### config.mk
export PLATFORM = sky130hd
export DESIGN_NAME = device_can_mode_control
export DESIGN_NICKNAME = d
export VERILOG_FILES = /design/src/sbc_mode_pkg.sv /design/src/device_can_mode_control.sv
export SDC_FILE = /design/constraint.sdc
export NUM_CORES = 1
export LEC_CHECK = 0
export ABC_AREA = 1
export BUFFER_PORTS_ARGS = -buffer_cell sky130_fd_sc_hd__buf_2
export CORE_MARGIN = 5
export CORE_UTILIZATION = 60
export DETAILED_ROUTE_END_ITERATION = 8
export GPL_TIMING_DRIVEN = 0
export PLACE_DENSITY = 0.88
export SETUP_SLACK_MARGIN = 0.15
export SLEW_MARGIN = 20
export SYNTH_ARGS = -nofsm -noshare
export SYNTH_HDL_FRONTEND = slang
export SYNTH_SLANG_ARGS = --single-unit
export TNS_END_PERCENT = 30
### constraint.sdc
create_clock -name mclk -period 6.1 [get_ports mclk]
set_input_delay 1.22 -clock mclk [delete_from_list [all_inputs] [get_ports mclk]]
set_output_delay 1.22 -clock mclk [all_outputs]
set_load 0.1 [all_outputs]
### src/sbc_mode_pkg.sv
// constants, types and carriers for the device and CAN mode controller
// assumes a 50 MHz mclk; pin inputs arrive unsynchronised
package sbc_mode_pkg;
  localparam int CLK_PERIOD_NS = 20;

  // register map, 7-bit addresses
  localparam logic [6:0] DEV_CTRL_ADDR   = 7'h01;
  localparam logic [6:0] DEV_STATUS_ADDR = 7'h03;
  localparam logic [6:0] CAN_CTRL_ADDR   = 7'h20;
  localparam logic [7:0] DEV_CTRL_RESET   = 8'h24;
  localparam logic [7:0] DEV_STATUS_RESET = 8'h01;
  localparam logic [7:0] CAN_CTRL_RESET   = 8'h41;

  // control field positions
  localparam int RESET_WAKE_BIT = 5;
  localparam int OV_OFF_BIT     = 4;
  localparam int AUX_UV_BIT     = 3;
  // status field positions
  localparam int CAUSE_BIT   = 7;
  localparam int PREWARN_BIT = 6;
  localparam int PWRUP_BIT   = 5;
  localparam int SUPPLY_BIT  = 0;

  // mode select encodings
  localparam logic [2:0] DMODE_SLEEP   = 3'h1;
  localparam logic [2:0] DMODE_STANDBY = 3'h4;
  localparam logic [2:0] DMODE_NORMAL  = 3'h7;
  localparam logic [1:0] CMODE_STBY    = 2'h0;
  localparam logic [1:0] CMODE_NORMAL  = 2'h1;
  localparam logic [1:0] CMODE_SILENT  = 2'h3;

  // timing: filter is a least time, so it rounds up
  localparam int FILTER_TIME_NS = 1000;
  localparam int FILTER_CYCLES  = (FILTER_TIME_NS + CLK_PERIOD_NS - 1) / CLK_PERIOD_NS;
  localparam int FW             = $clog2(FILTER_CYCLES);
  localparam logic [FW-1:0] FILTER_LAST = FW'(FILTER_CYCLES - 1);
  localparam int SILENCE_TIME_US = 1000;
  localparam int SILENCE_CYCLES  = SILENCE_TIME_US * 1000 / CLK_PERIOD_NS;
  localparam int RESET_TIME_US   = 4;
  localparam int RESET_CYCLES    = (RESET_TIME_US * 1000 + CLK_PERIOD_NS - 1) / CLK_PERIOD_NS;
  localparam logic [7:0] RESET_LAST = 8'(RESET_CYCLES - 1);

  typedef enum logic [2:0] {
    DEV_OFF, DEV_RESET, DEV_STANDBY, DEV_NORMAL, DEV_SLEEP
  } dev_state_t;

  typedef enum logic [2:0] {
    CAN_OFF, CAN_STBY, CAN_BIASED, CAN_NORMAL, CAN_SILENT
  } can_state_t;

  // asynchronous pins and comparator outputs
  typedef struct packed {
    logic spiClk;
    logic spiCsN;
    logic spiMosi;
    logic vsPowerOk;
    logic vsUvTrx;
    logic canOvertemp;
    logic canTempOk;
    logic vccOvervolt;
    logic vccLowTrx;
    logic auxUndervolt;
    logic thermalHigh;
    logic busDominant;
    logic localWake;
    logic interruptEvent;
    logic linWake;
    logic linStandby;
  } pins_t;

  // settings held in neighbouring registers, same clock
  typedef struct packed {
    logic thermalPrewarnEnable;
    logic canWakeEnable;
    logic externalWakeEnable;
    logic anySourceEnabled;
  } wake_cfg_t;

  // one-cycle clear pulses: {interrupt, lin, can}
  typedef struct packed {
    logic intClear;
    logic linClear;
    logic canClear;
  } flag_clear_t;
endpackage : sbc_mode_pkg

### src/device_can_mode_control.sv
// device operating mode and CAN transceiver mode control with SPI registers
// assumes pins are asynchronous; cfg and clear inputs are on mclk
`timescale 1ns/1ps
module device_can_mode_control
  import sbc_mode_pkg::*;
#(
  parameter int   SILENCE_LIMIT     = sbc_mode_pkg::SILENCE_CYCLES,
  parameter logic RESET_WAKE_OPTION = 1'b1
) (
  input  wire logic                      mclk,
  input  wire logic                      rst,
  input  wire sbc_mode_pkg::pins_t       pins,
  input  wire sbc_mode_pkg::wake_cfg_t   cfg,
  input  wire sbc_mode_pkg::flag_clear_t flagClear,
  output logic                           spiMiso,
  output logic                           canRxd,
  output sbc_mode_pkg::dev_state_t       devMode,
  output sbc_mode_pkg::can_state_t       canMode,
  output logic [2:0]                     wakeFlags,
  output logic                           regulatorOn
);
  import sbc_mode_pkg::*;

  localparam int SW = $clog2(SILENCE_LIMIT + 1);
  localparam logic [SW-1:0] SIL_MAX = SW'(SILENCE_LIMIT);

  function automatic logic [2:0] modeCode(input dev_state_t s);
    unique case (s)
      DEV_NORMAL: modeCode = DMODE_NORMAL;
      DEV_SLEEP:  modeCode = DMODE_SLEEP;
      default:    modeCode = DMODE_STANDBY;
    endcase
  endfunction : modeCode

  pins_t      pinMeta_reg;
  pins_t      pinSync_reg;
  logic       sckPrev_reg;
  logic       auxPrev_reg;
  logic [3:0] bitCnt_reg;
  logic [7:0] shiftIn_reg;
  logic [7:0] shiftOut_reg;
  logic [6:0] addr_reg;
  logic       rnw_reg;
  logic       spiMiso_reg;
  logic       resetWake_reg;
  logic       ovOff_reg;
  logic       auxUv_reg;
  logic [6:0] canCtrl_reg;
  logic       cause_reg;
  logic       prewarn_reg;
  logic       pwrUp_reg;
  logic       supplyLow_reg;
  logic [7:0] resetCnt_reg;
  logic [2:0] flags_reg;
  logic [SW-1:0] silCnt_reg;
  logic [1:0]    wpStage_reg;
  logic [FW-1:0] wpCnt_reg;
  logic          canRxd_reg;
  logic          regOn_reg;
  dev_state_t    devState_reg;
  dev_state_t    devState_next;
  can_state_t    canState_reg;
  can_state_t    canState_next;

  // pin synchroniser; only the second stage is read
  always_ff @(posedge mclk or posedge rst) begin
    if (rst) begin
      pinMeta_reg <= '0;
      pinSync_reg <= '0;
    end else begin
      pinMeta_reg <= pins;
      pinSync_reg <= pinMeta_reg;
    end
  end

  wire pins_t p = pinSync_reg;

  // spi slave, mode 0, frame {addr[6:0], rnw} then data
  wire       csActive    = ~p.spiCsN;
  wire       sckRise     = csActive & p.spiClk & ~sckPrev_reg;
  wire       sckFall     = csActive & ~p.spiClk & sckPrev_reg;
  wire [7:0] writeData   = {shiftIn_reg[6:0], p.spiMosi};
  wire       writeStrobe = sckRise & (bitCnt_reg == 4'hf) & ~rnw_reg;
  wire       ctrlWrite   = writeStrobe & (addr_reg == DEV_CTRL_ADDR);
  wire       canWrite    = writeStrobe & (addr_reg == CAN_CTRL_ADDR);
  wire       resetWake   = RESET_WAKE_OPTION ? resetWake_reg : 1'b1;

  // reserved bits read zero and are never stored
  wire [7:0] ctrlRead   = {2'h0, resetWake, ovOff_reg, auxUv_reg, modeCode(devState_reg)};
  wire [7:0] statusRead = {cause_reg, prewarn_reg, pwrUp_reg, 4'h0, supplyLow_reg};
  wire [7:0] canRead    = {1'b0, canCtrl_reg[6:4], 2'h0, canCtrl_reg[1:0]};
  wire [7:0] readData   = (addr_reg == DEV_CTRL_ADDR)   ? ctrlRead :
                          (addr_reg == DEV_STATUS_ADDR) ? statusRead :
                          (addr_reg == CAN_CTRL_ADDR)   ? canRead : 8'h00;

  always_ff @(posedge mclk or posedge rst) begin
    if (rst) begin
      sckPrev_reg  <= 1'b0;
      bitCnt_reg   <= 4'h0;
      shiftIn_reg  <= 8'h00;
      shiftOut_reg <= 8'h00;
      addr_reg     <= 7'h00;
      rnw_reg      <= 1'b0;
      spiMiso_reg  <= 1'b0;
    end else begin
      sckPrev_reg <= p.spiClk;
      if (!csActive) begin
        bitCnt_reg <= 4'h0;
      end else if (sckRise) begin
        shiftIn_reg <= writeData;
        bitCnt_reg  <= bitCnt_reg + 4'h1;
        if (bitCnt_reg == 4'h7) begin
          addr_reg <= shiftIn_reg[6:0];
          rnw_reg  <= p.spiMosi;
        end
      end
      if (sckFall && bitCnt_reg == 4'h8) begin
        spiMiso_reg  <= rnw_reg & readData[7];
        shiftOut_reg <= rnw_reg ? {readData[6:0], 1'b0} : 8'h00;
      end else if (sckFall) begin
        spiMiso_reg  <= shiftOut_reg[7];
        shiftOut_reg <= {shiftOut_reg[6:0], 1'b0};
      end
    end
  end

  // mode commands, decoded in the write cycle
  wire cmdNormal  = ctrlWrite & (writeData[2:0] == DMODE_NORMAL);
  wire cmdSleep   = ctrlWrite & (writeData[2:0] == DMODE_SLEEP);
  wire cmdStandby = ctrlWrite & ~cmdNormal & ~cmdSleep;
  wire ovTrip     = p.vccOvervolt & ovOff_reg;
  wire sleepOk    = (flags_reg == 3'h0) & cfg.anySourceEnabled;
  wire auxFall    = auxPrev_reg & ~p.auxUndervolt;
  wire canWakeDet;
  wire wakeIn     = p.localWake | p.interruptEvent | p.linWake | canWakeDet;
  // aux undervoltage release counts as a wake only with external wake
  wire sleepWake  = wakeIn | (~auxUv_reg & auxFall & cfg.externalWakeEnable);
  wire auxReset   = auxUv_reg & p.auxUndervolt;
  wire dev_state_t wakeTarget = resetWake ? DEV_RESET : DEV_STANDBY;

  always_comb begin
    devState_next = devState_reg;
    unique case (devState_reg)
      DEV_OFF:
        if (p.vsPowerOk) devState_next = DEV_STANDBY;
      DEV_RESET:
        if (ovTrip) devState_next = DEV_SLEEP;
        else if (resetCnt_reg == RESET_LAST) devState_next = DEV_STANDBY;
      DEV_STANDBY:
        if (ovTrip) devState_next = DEV_SLEEP;
        else if (cmdNormal) devState_next = DEV_NORMAL;
        else if (cmdSleep && sleepOk) devState_next = DEV_SLEEP;
      DEV_NORMAL:
        if (ovTrip) devState_next = DEV_SLEEP;
        else if (cmdSleep && sleepOk) devState_next = DEV_SLEEP;
        else if (cmdStandby || cmdSleep) devState_next = DEV_STANDBY;
      DEV_SLEEP:
        if (auxReset) devState_next = DEV_RESET;
        else if (sleepWake) devState_next = wakeTarget;
        else if (cmdStandby) devState_next = DEV_STANDBY;
    endcase
    if (!p.vsPowerOk) devState_next = DEV_OFF;
  end

  wire enterSleep = (devState_next == DEV_SLEEP) & (devState_reg != DEV_SLEEP);
  wire enterNorm  = (devState_next == DEV_NORMAL) & (devState_reg != DEV_NORMAL);
  wire powerUp    = (devState_reg == DEV_OFF) & (devState_next != DEV_OFF);

  always_ff @(posedge mclk or posedge rst) begin
    if (rst) begin
      devState_reg  <= DEV_OFF;
      auxPrev_reg   <= 1'b0;
      resetCnt_reg  <= 8'h00;
      resetWake_reg <= DEV_CTRL_RESET[RESET_WAKE_BIT];
      ovOff_reg     <= DEV_CTRL_RESET[OV_OFF_BIT];
      auxUv_reg     <= DEV_CTRL_RESET[AUX_UV_BIT];
      canCtrl_reg   <= CAN_CTRL_RESET[6:0];
      regOn_reg     <= 1'b0;
    end else begin
      devState_reg <= devState_next;
      auxPrev_reg  <= p.auxUndervolt;
      // reset timer clears to zero while aux supply is low
      resetCnt_reg <= (devState_reg == DEV_RESET && !p.auxUndervolt) ?
                      resetCnt_reg + 8'h01 : 8'h00;
      if (ctrlWrite) begin
        resetWake_reg <= writeData[RESET_WAKE_BIT];
        ovOff_reg     <= writeData[OV_OFF_BIT];
        auxUv_reg     <= writeData[AUX_UV_BIT];
      end
      if (canWrite) begin
        canCtrl_reg <= {writeData[6:4], 2'h0, writeData[1:0]};
      end
      regOn_reg <= (devState_next != DEV_OFF) & (devState_next != DEV_SLEEP);
    end
  end

  // status flags
  always_ff @(posedge mclk or posedge rst) begin
    if (rst) begin
      cause_reg     <= DEV_STATUS_RESET[CAUSE_BIT];
      prewarn_reg   <= DEV_STATUS_RESET[PREWARN_BIT];
      pwrUp_reg     <= DEV_STATUS_RESET[PWRUP_BIT];
      supplyLow_reg <= DEV_STATUS_RESET[SUPPLY_BIT];
    end else begin
      if (enterSleep) cause_reg <= ovTrip;
      if (cfg.thermalPrewarnEnable) prewarn_reg <= p.thermalHigh;
      if (powerUp) pwrUp_reg <= 1'b1;
      else if (enterNorm) pwrUp_reg <= 1'b0;
      supplyLow_reg <= p.vccLowTrx;
    end
  end

  // event flags, set wins over clear
  wire [2:0] flagSet = {p.interruptEvent, p.linWake & p.linStandby, canWakeDet};
  wire [2:0] flagClr = {flagClear.intClear, flagClear.linClear, flagClear.canClear};

  always_ff @(posedge mclk or posedge rst) begin
    if (rst) begin
      flags_reg <= 3'h0;
    end else begin
      flags_reg <= flagSet | (flags_reg & ~flagClr);
    end
  end

  // can transceiver mode machine
  wire       busDom     = p.busDominant;
  wire       busSilent  = (silCnt_reg == SIL_MAX);
  wire [1:0] can_mode_select       = canCtrl_reg[1:0];
  wire       devNormal  = (devState_reg == DEV_NORMAL);
  wire       forceOff   = (devState_reg == DEV_OFF) | ~p.vsPowerOk | p.vsUvTrx |
                          p.canOvertemp;
  // biased standby has no code of its own
  wire       wantActive = devNormal & ((can_mode_select == CMODE_NORMAL) | (can_mode_select == CMODE_SILENT));
  wire can_state_t activeMode = (can_mode_select == CMODE_NORMAL) ? CAN_NORMAL : CAN_SILENT;
  wire can_state_t lowMode    = busSilent ? CAN_STBY : CAN_BIASED;

  always_comb begin
    canState_next = canState_reg;
    unique case (canState_reg)
      CAN_OFF:
        if (p.canTempOk) canState_next = CAN_STBY;
      CAN_STBY:
        if (wantActive) canState_next = activeMode;
        else if (busDom) canState_next = CAN_BIASED;
      CAN_BIASED:
        if (wantActive) canState_next = activeMode;
        else if (busSilent) canState_next = CAN_STBY;
      CAN_NORMAL, CAN_SILENT:
        canState_next = wantActive ? activeMode : lowMode;
    endcase
    if (forceOff) canState_next = CAN_OFF;
  end

  // wake pattern: dominant, recessive, dominant, each held a filter time
  wire wpOn     = cfg.canWakeEnable &
                  ((canState_reg == CAN_STBY) | (canState_reg == CAN_BIASED));
  wire levelOk  = (busDom == ~wpStage_reg[0]);
  wire phaseEnd = wpOn & levelOk & (wpCnt_reg == FILTER_LAST);
  assign canWakeDet = phaseEnd & (wpStage_reg == 2'h2);

  always_ff @(posedge mclk or posedge rst) begin
    if (rst) begin
      canState_reg <= CAN_OFF;
      silCnt_reg   <= '0;
      wpStage_reg  <= 2'h0;
      wpCnt_reg    <= '0;
      canRxd_reg   <= 1'b1;
    end else begin
      canState_reg <= canState_next;
      if (busDom) silCnt_reg <= '0;
      else if (!busSilent) silCnt_reg <= silCnt_reg + SW'(1);
      if (!wpOn || canWakeDet) begin
        wpStage_reg <= 2'h0;
        wpCnt_reg   <= '0;
      end else if (!levelOk) begin
        wpCnt_reg <= '0;
      end else if (phaseEnd) begin
        wpStage_reg <= wpStage_reg + 2'h1;
        wpCnt_reg   <= '0;
      end else begin
        wpCnt_reg <= wpCnt_reg + FW'(1);
      end
      unique case (canState_reg)
        CAN_OFF:                canRxd_reg <= 1'b1;
        CAN_STBY, CAN_BIASED:   canRxd_reg <= ~flags_reg[0];
        CAN_NORMAL, CAN_SILENT: canRxd_reg <= ~busDom;
      endcase
    end
  end

  assign spiMiso     = spiMiso_reg;
  assign canRxd      = canRxd_reg;
  assign devMode     = devState_reg;
  assign canMode     = canState_reg;
  assign wakeFlags   = flags_reg;
  assign regulatorOn = regOn_reg;
endmodule : device_can_mode_control

==> summary.md, run 1 <==
| Metric | Value |
|---|---|
| Net Count, Synth | `~580` |
| Switching power | `0.0004434 W` |
| Post-Route Setup TNS | `0 ns` |
| Switching Share | `0.2357` |
| Max transition margin | `0.6545` |
| Grt ovf | `0` |
| Register area share after synthesis | `0.5749` |
| Yosys warnings | `0` |
| Highest Clock Rate | `0.3757 GHz` |
| Commonest register cell after synthesis | `dfrtp_1` |
| Initial antenna violation count | `0` |
| Worst-path clk slew | `around 0.05 ns` |
| Worst setup SP type | `flip-flop` |
| Syn_area_per_cell | `9.284 sq um` |
| Synth-to-layout area growth | `17.80%` |
| Period Utilization, post-route | `0.4363` |
| Slew @ Worst Pin | `0.5136 ns` |
| Rows | `33` |
| Antenna Cells | `0` |
| Io pins | `37` |
| Longest Clk Path Bufs | `2` |
| Post-Route WL | `10,580 um` |
| Skew-Pair Late Insertion Delay | `roughly 0.51 ns` |
| CP max stage delay | `0.52 ns` |
| Main area contributors after synthesis | `dfrtp_1 (55%), nand2_1 (6.9%), inv_1 (5.5%)` |
| P_leak | `~2.8 nW` |
| Overall routing resource usage | `0.2253` |
| CP Buf/Inv Count | `1` |
| Slew Limit Fails | `0` |
| Logic pwr share | `0.066` |
| Initial Util | `0.6158` |
| Synth cell types | `43` |
| IO buf count | `36` |
| CTS tree | `built` |
| Final setup vio count | `0` |
| Final ANT Viol Nets | `0` |
| Status | `complete, no violations` |
| Max-cap viol count | `0` |
| WP data arrival | `1.44 ns` |
| Die Ht | `between 100 and 150 um` |
| DR iter-0 viols | `~380` |
| # fillers | `528` |
| Power share of the sequential group | `0.441` |
| Crit. End Element | `output port` |
| Crit path required time | `4.88 ns` |
| Final setup margin | `3.438 ns` |
| Clock power share | `0.493` |
| Post-CTS sizing | `0` |
| Post-synth top area share | `0.5490` |
| Final hold vios | `0` |
| CP max FO | `1` |
| Number of flops mapped to enable cells by yosys | `0` |
| Placed inst area | `5404 sq um` |
| Ys async rst share | `1.000` |
| Post-layout util | `0.7254` |
| # clock sinks | `between 100 and 150` |
| Hold Crit Class | `flip-flop to flip-flop` |
| Pre-antenna DRT Iters | `5` |
| Routability Congestion | `0.8777` |
| Yosys reg bits | `116` |
| Yosys top cell by area | `dfrtp_1` |
| DRC Markers | `0` |
| Vias | `3,997` |
| Crit Path Category | `flip-flop to output port` |
| Mapped Area | `5060 sq um` |
| Wirelength per Cell | `14.76 um` |
| Critical Path Slowest Stage Cell | `dfstp_2` |
| Largest net degree at the start of global routing | `61` |
| Core area | `about 8000 sq um` |
| Layout Nets | `approximately 630` |
| Die width | `101.8 um` |
| DR vias/cell | `around 5.6` |
| Vias in the first global route | `~4,000` |
| Critical path cell sequence | `buf_2` |
| VDD IR max | `0.2003 mV` |
| Power Density | `315.6 nW/um^2` |
| Largest delay share family, worst path | `flip-flops` |
| Design Area, Final | `roughly 6000 sq um` |
| Global-route wire length before repair | `18,250 um` |
| Final min period | `2.662 ns` |
| Die Area | `around 10,000 sq um` |
| Mapped Cells | `545` |
| Num CTS Buffers | `17` |
| # hold bufs at CTS | `0` |
| Share of cells above drive strength 1 | `0.1699` |
| Setup Skew | `0.009007 ns` |
| Final HPWL DP | `7208 um` |
| Pre-CTS setup slack | `3.619 ns` |
| Post-CTS setup buffer count | `0` |
| RSZ-0062 raised after global routing | `no` |
| H-Tree Depth | `4` |
| Internal | `0.001438 W` |
| Root Driver | `clkbuf_8` |
| Hold slack | `around 0.35 ns` |
==> path summary, 6_finish.rpt <==
kind                                 start  depth (start not counted)        endpoint  slack (ns)
setup / recovery                    canRxd                          1          canRxd        3.44
hold / removal             pinMeta_reg[11]                          0           p[11]        0.35
setup reg to reg             silCnt_reg[0]                          8      canMode[2]        4.16
hold reg to reg            pinMeta_reg[11]                          0           p[11]        0.35
max in group asynchronous              rst                          3          canRxd        4.64
min in group asynchronous              rst                          2  pinMeta_reg[7]        0.75
==> cells by family (layout without fill, tap and decap cells) <==
kind of cell | count (synthesis) | count (layout) | share of synthesized area
compound gates | 99 | 99 | 0.1081
xor+xnor | 7 | 7 | 0.01360
fa+ha+maj | 8 | 8 | 0.01978
buf+inv | 83 | 150 | 0.06380
flops | 116 | 116 | 0.5749
mux | 1 | 1 | 0.002225
simple gates | 231 | 231 | 0.2176
==> final cells by class <==
class	count	area (sq um)	area share
sequential	116	2909	0.4880
multi-input combinational	346	1828	0.3067
clock inverter	8	103.9	0.01742
inverter	78	297.8	0.04996
tap	105	131.4	0.02204
buffer	5	30.03	0.005038
timing repair buffer	37	207.7	0.03484
clock buffer	22	452.9	0.07599
==> routing by layer <==
metal  up-vias  global-route usage  part of all wire
met1      1890              0.2796              0.41
met3        26             0.06212             0.071
met4         0             0.08981             0.018
met2       176              0.3768              0.50
met5         -                   0                 0
li1       1905                   -                 -
==> power by group through the flow <==
stage	sequential, W	clock [W]	combinational, W
after floorplan	0.000866	0	0.0000602
after global placement	0.000840	0	0.000115
after detailed placement	0.000842	0	0.000122
after CTS	0.000829	0.000941	0.000124
after global routing	0.000834	0.000979	0.000139
final	0.000830	0.000928	0.000124
==> synthesized netlist by cell type (all sizes together) (2+ instances only) <==
cell	n
dfrtp	111
nand3b	2
inv	78
nor4	8
nand4	7
nand3	38
xnor2	2
nor3	19
buf	2
dfstp	5
o21ai	47
clkbuf	3
o211ai	3
a21oi	37
nand2	99
nor2	56
xor2	5
ha	8
a22o	2
==> stage by stage <==
| stage | std cells | total power [W] |
|---|---|---|
| final | 717 | 0.001881 |
| after global routing | 717 | 0.001952 |
| after CTS | 717 | 0.001894 |
| after detailed placement | 687 | 0.0009641 |
| after global placement | 686 | 0.0009549 |
| after floorplan | 545 | 0.0009258 |
==> cells in the final DEF, fill, tap and decap left out, types with 4 or more instances in the layout <==
master,Yosys,layout
dfrtp_1,111,111
nand2_1,93,93
inv_1,74,73
nor2_1,48,48
o21ai_0,44,44
a21oi_1,37,37
buf_2,0,36
nand3_1,33,33
nor3_1,18,18
clkbuf_16,0,16
ha_1,8,8
nand4_1,7,7
clkbuf_1,3,6
nor4_1,6,6
nor2_4,5,5
nand3_2,5,5
xor2_1,5,5
dfstp_2,5,5
inv_2,4,4
nand2_2,4,4
clkinvlp_4,0,4
==> worst register-to-register path, delay by kind of cell, from the launching register on <==
kind,cells,cell delay (ns)
simple gates,4,0.99
flops,1,0.40
fa+ha+maj,1,0.15
buf+inv,2,0.14
compound gates,1,0.13
No activity file was read; power rests on OpenSTA's default activity.
==> inputs of run 2 (changes only) <==
CORE_UTILIZATION = 54   (was 60)
PLACE_DENSITY = 0.85   (was 0.88)
clock period = 2.4 ns   (was 6.1 ns; I/O delays follow)
==> run 2 against run 1 <==
Global-route usage fell by 1.9 points. Highest routed layer unchanged. Critical endpoint is now canMode[0]. Clock-buffer cell count is the same. Cell count grew 1.3%. Register-to-register slack got worse by 3.7 ns. Wire length increased by 2.1%. Power increased to 2.6 times the previous value. Combinational power grew to 2.5 times the previous value. Clock skew up 0.0020 ns.
==> summary.md, run 2 (synthesis gave the netlist of run 1 again) <==
| Metric | Value |
|---|---|
| Status | `complete, no violations (unchanged)` |
| Die width | `106.8 um (was 101.8 um)` |
| Vias in the first global route | `4,001 (was 4,024)` |
| Core area | `9196 sq um (was 8217 sq um)` |
| Clock power share | `0.503 (was 0.493)` |
| Post-Route WL | `10,800 um (was 10,580 um)` |
| Final ANT Viol Nets | `0 (unchanged)` |
| DRC Markers | `0 (unchanged)` |
| Slew Limit Fails | `0 (unchanged)` |
| Max transition margin | `0.5459 (was 0.6545)` |
| Final hold vios | `0 (unchanged)` |
| Final min period | `a little under 2 ns` |
| Final setup margin | `0.4236 ns (was 3.438 ns)` |
| Worst-path clk slew | `0.06 ns (was 0.05 ns)` |
| Crit path required time | `2.86 ns (was 4.88 ns)` |
| Final setup vio count | `0 (unchanged)` |
| Power share of the sequential group | `0.432 (was 0.441)` |
| Final cell count without fillers | `726 (was 717)` |
| P_leak | `2.829 nW (was 2.796 nW)` |
| Share of cells above drive strength 1 | `0.1740 (was 0.1699)` |
| Routability Congestion | `0.9171 (was 0.8777)` |
| Post-CTS sizing | `0 (unchanged)` |
| Switching Share | `0.2279 (was 0.2357)` |
| Post-CTS setup buffer count | `0 (unchanged)` |
| Initial antenna violation count | `0 (unchanged)` |
| Period Utilization, post-route | `0.8235` |
| Design Area, Final | `6025 sq um (was 5961 sq um)` |
| Initial Util | `0.5502 (was 0.6158)` |
| Longest Clk Path Bufs | `2 (unchanged)` |
| Placed Cells | `695 (was 687)` |
| DR iter-0 viols | `336 (was 382)` |
| Num CTS Buffers | `17 (unchanged)` |
| Crit Path Category | `flip-flop to flip-flop (was flip-flop to output port)` |
| Worst reg2reg endpoint | `canMode[0] (was canMode[2])` |
| Critical Path Source | `silCnt_reg[0] (was canRxd)` |
| Vias | `4,004 (was 3,997)` |
| Internal | `0.003766 W (was 0.001438 W)` |
| Hold Crit Class | `input pin to async pin (was flip-flop to flip-flop)` |
| Worst R2R Setup Slack | `0.42 ns (was 4.16 ns)` |
| Post-Route Setup TNS | `0 ns (unchanged)` |
| # hold bufs at CTS | `0 (unchanged)` |
| Commonest cells after routing, fill and taps aside | `dfrtp_1 (111), nand2_1 (93), inv_1 (73) (unchanged)` |
| Largest net degree at the start of global routing | `36 (was 61)` |
| Pre-CTS setup slack | `0.5625 ns (was 3.619 ns)` |
| Power Density | `809.7 nW/um^2 (was 315.6 nW/um^2)` |
| Root Driver | `clkbuf_8 (unchanged)` |
| Placed inst area | `5443 sq um (was 5404 sq um)` |
| Final HPWL DP | `7451 um (was 7208 um)` |
| Antenna Cells | `0 (unchanged)` |
| Worst Reg-to-Reg Cells | `10 (was 8)` |
| CTS tree | `built (unchanged)` |
| Worst setup SP type | `flip-flop (unchanged)` |
| Crit. End Element | `flip-flop (was output port)` |
| RSZ-0062 raised after global routing | `no (unchanged)` |
| Wirelength per Cell | `14.88 um (was 14.76 um)` |
| Skew-Pair Late Insertion Delay | `0.52 ns (was 0.51 ns)` |
| WP data arrival | `2.43 ns (was 1.44 ns)` |
| Layout Nets | `636 (was 634)` |
| CP max FO | `4 (was 1)` |
| Io pins | `37 (unchanged)` |
| Pre-antenna DRT Iters | `6 (was 5)` |
| Most common cell after layout, fill and taps aside | `dfrtp_1 (unchanged)` |
| Setup Skew | `0.01104 ns (was 0.009007 ns)` |
| Critical register-to-register path startpoint | `silCnt_reg[0] (unchanged)` |
| Grt ovf | `0 (unchanged)` |
| Die Ht | `106.8 um (was 101.8 um)` |
| Rows | `35 (was 33)` |
| Synth-to-layout area growth | `19.07% (was 17.80%)` |
| Switching power | `0.001112 W (was 0.0004434 W)` |
| H-Tree Depth | `4 (unchanged)` |
| Global-route wire length before repair | `18,570 um (was 18,250 um)` |
| Logic pwr share | `0.064 (was 0.066)` |
| IO buf count | `36 (unchanged)` |
| VDD IR max | `0.4844 mV (was 0.2003 mV)` |
| Highest Clock Rate | `0.5060 GHz` |
| # clock sinks | `116 (unchanged)` |
| Overall routing resource usage | `0.2063 (was 0.2253)` |
| Die Area | `11,410 sq um (was 10,370 sq um)` |
| Slew @ Worst Pin | `0.6749 ns (was 0.5136 ns)` |
| Max-cap viol count | `0 (unchanged)` |
| DR vias/cell | `5.515 (was 5.575)` |
[run 2: worst max-delay path by stage]
stage                      end  slack (ns)
CTS                     canRxd        0.45
global route        canMode[0]        0.23
finish              canMode[0]        0.42
global placement          p[1]       -0.13
detailed placement  canMode[0]        0.56
floorplan            pwrUp_reg        0.19
[run 2: critical path, stage by stage (launching register included)]
cell and delay [ns]:
dfrtp_1 0.41, inv_1 0.10, ha_1 0.16, inv_1 0.05, nor4_1 0.36, nand2_1 0.22, nand2_1 0.18, a21oi_1 0.09
o21ai_0 0.20, nor2_1 0.06, nor2_1 0.09
[run 2: power by group through the flow]
stage               sequential [W]  combinational (W)  clock, W
floorplan                  0.00220           0.000154         0
global placement           0.00214           0.000293         0
detailed placement         0.00214           0.000314         0
CTS                        0.00211           0.000320   0.00248
global route               0.00212           0.000354   0.00259
finish                     0.00211           0.000314   0.00246
[run 2: area by class of cell]
| cell class | count | area [sq um] |
|---|---|---|
| Buffer | 5 | 30.03 |
| Clock buffer | 22 | 452.9 |
| Clock inverter | 9 | 128.9 |
| Fill cell | 678 | 3172 |
| Inverter | 78 | 296.5 |
| Multi-Input combinational cell | 346 | 1828 |
| Sequential cell | 116 | 2909 |
| Tap cell | 111 | 138.9 |
| Timing Repair Buffer | 39 | 240.2 |
[run 2: per-stage QoR]
stage | power [W] | hold WS, ns | util
after floorplan | 0.002354 | 0.3312 | -
after global placement | 0.002430 | 0.3320 | 0.5853
after detailed placement | 0.002453 | 0.3347 | 0.5918
after CTS | 0.004909 | 0.01316 | 0.6551
after global routing | 0.005061 | 0.04781 | 0.6551
final | 0.004878 | 0.01051 | 0.6551
[run 2: layer usage]
layer,track usage,wire length [um]
met1,0.2587,4480
met4,0.09772,258
met3,0.05719,680
met2,0.3318,5384
met5,0,0
